<file path="config.mk">
export PLATFORM = sky130hd
export DESIGN_NAME = ihb_interrupt_ctrl
export DESIGN_NICKNAME = d
export VERILOG_FILES = /design/src/hdl/ihb_pkg.sv /design/src/hdl/ihb_interrupt_ctrl.sv
export SDC_FILE = /design/constraint.sdc
export NUM_CORES = 1
export LEC_CHECK = 0
export BUFFER_PORTS_ARGS = -buffer_cell sky130_fd_sc_hd__buf_4
export CAP_MARGIN = 20
export CORE_ASPECT_RATIO = 0.75
export CORE_UTILIZATION = 50
export CTS_CLUSTER_DIAMETER = 120
export DETAILED_ROUTE_END_ITERATION = 10
export GPL_TIMING_DRIVEN = 0
export PLACE_DENSITY = 0.74
export RECOVER_POWER = 100
export SETUP_SLACK_MARGIN = 0.02
export SLEW_MARGIN = 20
export SYNTH_ARGS = -nofsm -noshare
export SYNTH_HDL_FRONTEND = slang
export SYNTH_SLANG_ARGS = --single-unit
</file>
<file path="constraint.sdc">
create_clock -name clk_sys_in -period 2.25 [get_ports clk_sys_in]
set_input_delay 0.675 -clock clk_sys_in [delete_from_list [all_inputs] [get_ports clk_sys_in]]
set_output_delay 0.675 -clock clk_sys_in [all_outputs]
set_load 0.05 [all_outputs]
</file>
<file path="src/hdl/ihb_pkg.sv">
// constants and carrier types for the interrupt controller and heartbeat timer
package ihb_pkg;
    // register addresses on the processor register port
    localparam logic [7:0] IHB_ADDR_SAVED = 8'hcf;
    localparam logic [7:0] IHB_ADDR_SYSTEM_CONTROL = 8'hd5;
    localparam logic [7:0] IHB_ADDR_CLOCK_EXTENSION = 8'hd6;
    localparam logic [7:0] IHB_ADDR_THIRD_TIMER_CONTROL = 8'hd9;
    localparam logic [7:0] IHB_ADDR_MASK = 8'hfd;
    localparam logic [7:0] IHB_ADDR_PEND = 8'hfe;
    localparam logic [7:0] IHB_ADDR_STATUS = 8'hff;
    // reset values
    localparam logic [7:0] IHB_RST_REG = 8'h00;
    // request source bit positions
    localparam int IHB_SRC_T1 = 0;
    localparam int IHB_SRC_T2 = 1;
    localparam int IHB_SRC_FILTER = 2;
    localparam int IHB_SRC_PIN_A = 3;
    localparam int IHB_SRC_T3 = 4;
    localparam int IHB_SRC_BLOCK = 5;
    localparam int IHB_SRC_PIN_B = 6;
    localparam int IHB_SRC_HB = 7;
    // field positions
    localparam int IHB_GIE_BIT = 0;
    localparam int IHB_EDGE_A_BIT = 0;
    localparam int IHB_EDGE_B_BIT = 1;
    localparam int IHB_HB_ON_BIT = 6;
    localparam int IHB_THIRD_TIMER_ON_BIT = 7;
    // heartbeat: fixed divide of the primary clock (858.1 us at 14.32 MHz)
    localparam logic [13:0] IHB_HB_DIVIDE = 14'h3000;
    localparam logic [13:0] IHB_HB_LAST = IHB_HB_DIVIDE - 14'h0001;
    // vector table: base plus four per request number
    localparam logic [15:0] IHB_VEC_BASE = 16'h0004;
    localparam logic [15:0] IHB_VEC_STEP = 16'h0004;

    // one register-port access from the core
    typedef struct packed {
        logic wr;
        logic [7:0] addr;
        logic [7:0] wdata;
    } ihb_reg_req_t;

    // 20-bit interrupt vector
    typedef struct packed {
        logic [3:0] bank;
        logic [15:0] offset;
    } ihb_vector_t;
endpackage : ihb_pkg

</file>
<file path="src/hdl/ihb_interrupt_ctrl.sv">
// eight-source interrupt controller with heartbeat timer
`timescale 1ns/1ps
`default_nettype none

module ihb_interrupt_ctrl
    import ihb_pkg::*;
(
    input wire logic clk_sys_in,
    input wire logic reset_n_in,
    input wire ihb_reg_req_t reg_req_in,
    input wire logic ack_in,
    input wire logic return_in,
    input wire logic [3:0] code_bank_in,
    input wire logic timer1_ovf_in,
    input wire logic timer2_ovf_in,
    input wire logic timer3_ovf_in,
    input wire logic filter_end_in,
    input wire logic block_end_in,
    input wire logic ext_request_pin_a_in,
    input wire logic ext_request_pin_b_in,
    input wire logic primary_clock_in,
    output logic [7:0] reg_rdata_out,
    output logic int_req_out,
    output ihb_vector_t vector_out,
    output logic [7:0] status_word_out,
    output logic [7:0] system_control_out,
    output logic [7:0] clock_extension_out,
    output logic [7:0] third_timer_control_out
);

    // true on the selected edge of a pin: sel 0 rising, 1 falling
    function automatic logic edge_match(input logic prev, input logic cur, input logic sel);
        edge_match = sel ? (prev & ~cur) : (~prev & cur);
    endfunction : edge_match

    // index of the lowest set bit
    function automatic logic [2:0] lowest_index(input logic [7:0] v);
        lowest_index = 3'h0;
        for (int i = 7; i >= 0; i--) begin
            if (v[i]) begin
                lowest_index = i[2:0];
            end
        end
    endfunction : lowest_index

    logic [7:0] status_word;
    logic [7:0] saved_status_word;
    logic [7:0] system_control;
    logic [7:0] clock_extension;
    logic [7:0] third_timer_control;
    logic [7:0] request_mask;
    logic [7:0] pending_requests;
    logic [7:0] src_prev;
    logic [7:0] src_raw;
    logic [7:0] src_set;
    logic [7:0] next_pending;
    logic [7:0] next_status;
    logic [7:0] next_mask;
    logic [7:0] next_active;
    logic [13:0] hb_count;
    logic hb_tick;
    logic clk_prev;
    logic wr_saved, wr_system_control, wr_clock_extension, wr_third_timer_control, wr_mask, wr_pend, wr_status;

    // address decode of register writes
    assign wr_saved = reg_req_in.wr && (reg_req_in.addr == IHB_ADDR_SAVED);
    assign wr_system_control = reg_req_in.wr && (reg_req_in.addr == IHB_ADDR_SYSTEM_CONTROL);
    assign wr_clock_extension = reg_req_in.wr && (reg_req_in.addr == IHB_ADDR_CLOCK_EXTENSION);
    assign wr_third_timer_control = reg_req_in.wr && (reg_req_in.addr == IHB_ADDR_THIRD_TIMER_CONTROL);
    assign wr_mask = reg_req_in.wr && (reg_req_in.addr == IHB_ADDR_MASK);
    assign wr_pend = reg_req_in.wr && (reg_req_in.addr == IHB_ADDR_PEND);
    assign wr_status = reg_req_in.wr && (reg_req_in.addr == IHB_ADDR_STATUS);

    // heartbeat: count primary clock rising edges while its clock bit is on
    always_ff @(posedge clk_sys_in or negedge reset_n_in) begin
        if (!reset_n_in) begin
            clk_prev <= 1'b0;
            hb_count <= 14'h0000;
            hb_tick <= 1'b0;
        end else begin
            clk_prev <= primary_clock_in;
            hb_tick <= 1'b0;
            if (!clock_extension[IHB_HB_ON_BIT]) begin
                hb_count <= 14'h0000;
            end else if (primary_clock_in && !clk_prev) begin
                if (hb_count == IHB_HB_LAST) begin
                    hb_count <= 14'h0000;
                    hb_tick <= 1'b1;
                end else begin
                    hb_count <= hb_count + 14'h0001;
                end
            end
        end
    end

    // raw source levels in request-number order; third timer gated by its on bit
    assign src_raw = {hb_tick, ext_request_pin_b_in, block_end_in,
                      timer3_ovf_in & third_timer_control[IHB_THIRD_TIMER_ON_BIT],
                      ext_request_pin_a_in, filter_end_in, timer2_ovf_in, timer1_ovf_in};

    // edge capture: pins follow their edge selects, the rest are rising edges
    always_comb begin
        src_set = src_raw & ~src_prev;
        src_set[IHB_SRC_PIN_A] = edge_match(src_prev[IHB_SRC_PIN_A], src_raw[IHB_SRC_PIN_A],
                                            system_control[IHB_EDGE_A_BIT]);
        src_set[IHB_SRC_PIN_B] = edge_match(src_prev[IHB_SRC_PIN_B], src_raw[IHB_SRC_PIN_B],
                                            system_control[IHB_EDGE_B_BIT]);
    end

    // previous source levels for edge detection
    always_ff @(posedge clk_sys_in or negedge reset_n_in) begin
        if (!reset_n_in) begin
            src_prev <= 8'h00;
        end else begin
            src_prev <= src_raw;
        end
    end

    // pending flags: write zero clears, a new edge in the same cycle wins
    always_comb begin
        next_pending = pending_requests;
        if (wr_pend) begin
            next_pending = pending_requests & reg_req_in.wdata;
        end
        next_pending = next_pending | src_set;
    end

    // next status word: write, return reload, acknowledge clears enable
    always_comb begin
        next_status = wr_status ? reg_req_in.wdata : status_word;
        if (return_in) begin
            next_status = saved_status_word;
        end
        if (ack_in) begin
            next_status[IHB_GIE_BIT] = 1'b0;
        end
    end

    assign next_mask = wr_mask ? reg_req_in.wdata : request_mask;
    assign next_active = next_pending & next_mask;

    // request, mask and configuration registers
    always_ff @(posedge clk_sys_in or negedge reset_n_in) begin
        if (!reset_n_in) begin
            pending_requests <= IHB_RST_REG;
            request_mask <= IHB_RST_REG;
            system_control <= IHB_RST_REG;
            clock_extension <= IHB_RST_REG;
            third_timer_control <= IHB_RST_REG;
        end else begin
            pending_requests <= next_pending;
            request_mask <= next_mask;
            if (wr_system_control) begin
                system_control <= reg_req_in.wdata;
            end
            if (wr_clock_extension) begin
                clock_extension <= reg_req_in.wdata;
            end
            if (wr_third_timer_control) begin
                third_timer_control <= reg_req_in.wdata;
            end
        end
    end

    // status word and its saved copy
    always_ff @(posedge clk_sys_in or negedge reset_n_in) begin
        if (!reset_n_in) begin
            status_word <= IHB_RST_REG;
            saved_status_word <= IHB_RST_REG;
        end else begin
            status_word <= next_status;
            if (ack_in) begin
                // copy includes a same-cycle write, so a cleared enable stays cleared
                saved_status_word <= wr_status ? reg_req_in.wdata : status_word;
            end else if (wr_saved) begin
                saved_status_word <= reg_req_in.wdata;
            end else if (wr_status) begin
                saved_status_word[IHB_GIE_BIT] <= reg_req_in.wdata[IHB_GIE_BIT];
            end
        end
    end

    // interrupt request and vector, lowest number first
    always_ff @(posedge clk_sys_in or negedge reset_n_in) begin
        if (!reset_n_in) begin
            int_req_out <= 1'b0;
            vector_out <= '0;
        end else begin
            int_req_out <= next_status[IHB_GIE_BIT] && (next_active != 8'h00);
            vector_out.bank <= code_bank_in;
            vector_out.offset <= IHB_VEC_BASE + IHB_VEC_STEP * {13'h0000, lowest_index(next_active)};
        end
    end

    // read data, one cycle after the address; timer control and unmapped read zero
    always_ff @(posedge clk_sys_in or negedge reset_n_in) begin
        if (!reset_n_in) begin
            reg_rdata_out <= 8'h00;
        end else begin
            unique case (reg_req_in.addr)
                IHB_ADDR_SAVED: reg_rdata_out <= saved_status_word;
                IHB_ADDR_SYSTEM_CONTROL: reg_rdata_out <= system_control;
                IHB_ADDR_CLOCK_EXTENSION: reg_rdata_out <= clock_extension;
                IHB_ADDR_MASK: reg_rdata_out <= request_mask;
                IHB_ADDR_PEND: reg_rdata_out <= pending_requests;
                IHB_ADDR_STATUS: reg_rdata_out <= status_word;
                default: reg_rdata_out <= 8'h00;
            endcase
        end
    end

    // register copies to the core and timers
    assign status_word_out = status_word;
    assign system_control_out = system_control;
    assign clock_extension_out = clock_extension;
    assign third_timer_control_out = third_timer_control;
endmodule : ihb_interrupt_ctrl

`default_nettype wire

</file>
---- Word level (Yosys, flattened, before mapping) ----
Cells that the tools add are included.
operators by class
  equality and inequality tests ........... 9
  reductions and logical operators ........ 13
  mux-type cells .......................... 26
  add/sub/neg operators ................... 2
  bitwise gates (word level) .............. 14
operators with widths
  cell                   count
  $eq 8x8->1 const B     7
  $pmux 8 s6             1
  $mux 14                3
  $mux 8                 5
  $and 8x8->8            3
  $mux 3                 8
  $add 14x1->14 const B  1
  $eq 14x14->1 const B   1
  $logic_and 1x1->1      9
  $mux 1                 8
  $not 8->8              1
  $or 8x8->8             1
  $reduce_bool 8->1      1
  $mux 7                 1
  $add 3x5->6 const A    1
  $and 1x1->1            5
  $not 1->1              4
  $reduce_bool 3->1      1
  $ne 2x1->1 const B     1
  $reduce_bool 2->1      1
  $logic_not 1->1        1
word-level totals
  word-level logic and storage cells ...... 80
  output and inout bits ................... 61
  input port bits ......................... 33
  flip-flop bits (word level) ............. 99

---- Depth between registers and ports, before layout ----
  depth after elaboration ................. 14
  gate-level depth with buffers ........... 9
  gate-level depth less buffers ........... 8

---- Least setup slack after synthesis ----
No wires, ideal clock.
  path type ............................... input to register
  from .................................... input reg_req_in[8] (netlist name)
  to ...................................... register vector_out[4] (netlist name)
  setup slack ............................. -0.222 ns
  path buffers ............................ 0
  library setup time ...................... 0.124 ns
  data arrival time ....................... 2.347 ns
  required time ........................... 2.126 ns
  cell stages on the path ................. 8
  cell sequence ........................... nand4b_2 -> o41ai_1 -> a22oi_1 -> nor3_1 -> a221oi_2 -> o22a_1 -> ha_1 -> xor2_1
between the ends
  word-level cells in the longest chain between the ends .. 14
  elaborated cells between the ends (all ways) .. 17
  those cells by class .................... add/sub: 1; eq/ne: 2; mux: 10; bitwise: 2; reduce/logical: 2
ends and longest elaborated chain
  element              RTL line                   RTL
  from (decl)          ihb_interrupt_ctrl.sv:10   input wire ihb_reg_req_t reg_req_in,
  $eq 8x8->1           ihb_interrupt_ctrl.sv:71   assign wr_pend = reg_req_in.wr && (reg_req_in.addr == IHB_ADDR_PEND);
  $logic_and 1x1->1    ihb_interrupt_ctrl.sv:71
  $mux 8               ihb_interrupt_ctrl.sv:122  if (wr_pend) begin
  $or 8x8->8           ihb_interrupt_ctrl.sv:125  next_pending = next_pending | src_set;
  $and 8x8->8 *        ihb_interrupt_ctrl.sv:140  assign next_active = next_pending & next_mask;
  $mux 3 (7 in a row)  ihb_interrupt_ctrl.sv:40   if (v[i]) begin
  $mux 3 *             ihb_interrupt_ctrl.sv:40
  $add 3x5->6 *        ihb_interrupt_ctrl.sv:191  vector_out.offset <= IHB_VEC_BASE + IHB_VEC_STEP * {13'h0000, lowest_index(next_active)};
  to (decl)            ihb_interrupt_ctrl.sv:24   output ihb_vector_t vector_out,
Every way passes the cells marked *; elsewhere a longest branch is shown, timed or not.
A chain may end at the register's enable or synchronous reset.

---- Worst setup path after layout ----
Ends and elaborated chain as after synthesis.

==> flow_metrics.tcl <==
set metrics [dict create \
    fp.dieH_um 83.3 \
    overflow 0 \
    ant_nets 0 \
    nNetsFinal 561 \
    finalCriticalPeriod_ps 2300 \
    postSynthRegisterBits 97 \
    start_util_pct 51.8 \
    drv_slew 0 \
    arrival_ps 2560 \
    gp_congestion 0.882 \
    relSlewSlack_pct 12.5 \
    yosysTopAreaCell "dfrtp_1" \
    grt_pass1_wl_um 18900 \
    power.total_mw 4.32 \
    cts_tree "done" \
    rsz0062_at_grt "yes" \
    via_per_inst 6.02 \
    num_vias 3849 \
    synth_edf_count 0 \
    power_frac_seq_pct 44.6 \
    path_cells "buf_4, nand4b_4, o41a_1, a21oi_4, a2bb2oi_2, o21ai_1, a211oi_2, ha_2, xor2_1" \
    drive_gt1_share_pct 35.2 \
    antenna_found_initial 0 \
    drt_iter0_markers 456 \
    synth_ff_type "dfrtp_1" \
    dp_cells 596 \
    whs_ps 400 \
    endpoint_kind "register" \
    final.period_utilization_pct 102 \
    seq_area_frac_synth_pct 55.1 \
    fin_skew_ps 9.61 \
    multi_input_area_mm2 0.00203 \
    synth.avg_cell_area_um2 11.1 \
    register_area_mm2 0.00243 \
    drc 0 \
    setup_tns_ps -84.2 \
    clk_pin_slew_worst_paths_ps 70 \
    ys_warn_count 0 \
    routed_wl_um 12400 \
    internal_power_mw 3.02 \
    worstPathMaxFanout 8 \
    setup_viol 2 \
    wire_per_inst_um 19.4 \
    fp.dieArea_mm2 0.00919 \
    finish.utilization_pct 70.8 \
    path_class "primary input to register" \
    worst_slew_pin_slew_ps 1310 \
    worst_ep_required_time_ps 2520 \
    slowest_delay_ps 430 \
    grt_max_degree 98 \
    cts_root_buffer "clkbuf_16" \
    p_leak_nw 2.95 \
    p_sw_mw 1.30 \
    pin_count 94 \
    p_per_area_mw_per_mm2 719 \
    coreArea_mm2 0.00849 \
    die_w_um 110 \
    drv_cap 0 \
    clkLatencyLatePin_ps 350 \
    post-dp-hpwl_um 8160 \
    final_cells 639 \
    hold_viol_final 0 \
    fmax_ghz 0.435 \
    hold_class "register to register" \
    synth-async-reset-ratio_pct 100 \
    synth_area_leaders "dfrtp_1 55%, nand2_1 4.7%, a222oi_1 3.6%" \
    num-fill-cells 641 \
    violations "negative setup slack" \
    synth_cell_types 61 \
    critPathLaunchType "primary input" \
    cts_buffer_depth 2 \
    ir_drop_mv 0.674 \
    yosys.area.top_type_share_pct 55.1 \
    cp_slowest_cell "o41a_1" \
    grtUsageTotal_pct 27.9 \
    dp_slack_ps -695 \
    rows 29 \
    syn_to_final_growth_pct 36.6 \
    cts_max_level 3 \
    status "finished, violations left" \
    hold_buffers 0 \
    grt_pass1_vias 3660 \
    syn_area_mm2 0.00440 \
    clock_sinks 97 \
    worst_slack_ps -47.2 \
    synthCells 397 \
    stdcell_area_mm2 0.00601 \
    antenna_cells 0 \
    clockPowerShare_pct 37.1 \
    cts_buffers 9 \
    drt_first_pass_iters 6 \
    io_buffers 80 \
    swShare_pct 30.0 \
    dpl-instance-area_mm2 0.00523 \
    comb_power_share_pct 18.3 \
]
==> registers in the layout (all words and copies together), names as in the netlist, 8 cells and up <==
register                 flops
hb_count                    14
clock_extension_out          8
pending_requests             8
reg_rdata_out                8
request_mask                 8
saved_status_word            8
src_prev                     8
status_word_out              8
system_control_out           8
third_timer_control_out      8
vector_out                   8
==> layer usage <==
metal	GRT usage (%)	up-vias	share of wire, %
li1	-	1691	-
met1	39.0	1900	41
met2	40.4	219	46
met3	7.93	39	9.8
met4	12.3	0	3.0
met5	0	-	0
==> power groups by stage <==
stage,registers (mW),logic [mW],clock network [mW]
final,1.93,0.793,1.60
after global routing,1.93,0.838,1.69
after CTS,1.92,0.774,1.63
after detailed placement,1.95,0.713,0
after global placement,1.95,0.701,0
after floorplan,2.14,0.248,0
==> cell type report <==
| cell class | instances | area share [%] |
|---|---|---|
| Inverter | 16 | 1.04 |
| Timing Repair Buffer | 107 | 14.3 |
| Tap cell | 108 | 2.25 |
| Sequential cell | 97 | 40.4 |
| Multi-Input combinational cell | 270 | 33.8 |
| Buffer | 25 | 2.98 |
| Clock buffer | 10 | 3.98 |
| Clock inverter | 6 | 1.21 |
==> final timing paths <==
check,slack (ps),from,to,cells past startpoint
worst min-delay path,400,hb_tick,src_prev[7],0
max in group asynchronous,790,reset_n_in,status_word_out[0],1
min in group asynchronous,630,reset_n_in,clock_extension_out[5],1
worst min register to register,400,hb_tick,src_prev[7],0
worst max-delay path,-50,reg_req_in[8],vector_out[4],9
worst max register to register,180,system_control_out[1],vector_out[4],9
==> placed cells by master (no fill, tap or decap), types with 3 or more instances in the layout <==
cell,instances
nor2b_1,3
a222oi_1,16
a21oi_1,13
inv_1,15
buf_4,101
o22ai_1,7
mux2i_1,9
clkbuf_16,9
and2_1,3
o41ai_2,4
conb_1,12
nand4_1,9
xor2_1,8
nand2b_1,5
o21ai_1,3
dfrtp_1,97
buf_12,5
nor2_1,18
o41ai_4,3
a22oi_2,4
nand3_1,6
o31ai_1,3
o21ai_0,22
clkbuf_4,7
xnor2_1,4
nand2_1,55
clkbuf_2,5
clkbuf_1,8
mux2_2,12
buf_8,4
==> synth_stat cells, types with 2 or more instances <==
library cell	number
inv_1	15
buf_1	2
o22ai_1	7
nor2_1	18
and3b_1	2
ha_1	2
o41ai_1	5
a22oi_1	5
buf_4	13
a21oi_1	14
dfrtp_1	97
mux2_2	13
nor3_1	3
nand4_1	9
buf_2	2
nand4b_1	2
o41ai_2	2
and2_1	4
o31ai_1	6
clkbuf_1	7
nand3_1	6
nand2b_1	6
nor4_2	2
nand2_1	55
xor2_1	8
a21o_1	2
a222oi_1	16
xnor2_1	4
o21ai_0	25
and4_1	2
a211oi_1	2
nor2b_1	3
mux2i_1	10
==> cells by family after synthesis <==
kind of cell               count (synthesis)  share of synthesized area (%)
adders and majority gates                  2                          0.568
xor gates and xnor gates                  12                           2.39
other                                      1                         0.0852
and+or+nand+nor                          124                           14.6
AOI/OAI and AO/OA                         96                           16.5
buffers and inverters                     41                           4.83
muxes                                     24                           5.94
DFF                                       97                           55.1
==> worst max-delay path, delay by kind of cell <==
kind / cells / cell delay (ps)
fa+ha+maj: 1 / 200
buf+inv: 1 / 130
simple gates: 1 / 280
xor+xnor: 1 / 140
compound gates: 5 / 1130
==> what timing repair did <==
action,CTS,global route
resized for setup,32,21
setup buffers,16,11
cloned,0,0
pin swaps,8,14
setup endpoints to repair,26,40
(Power assumes the default switching activity.)
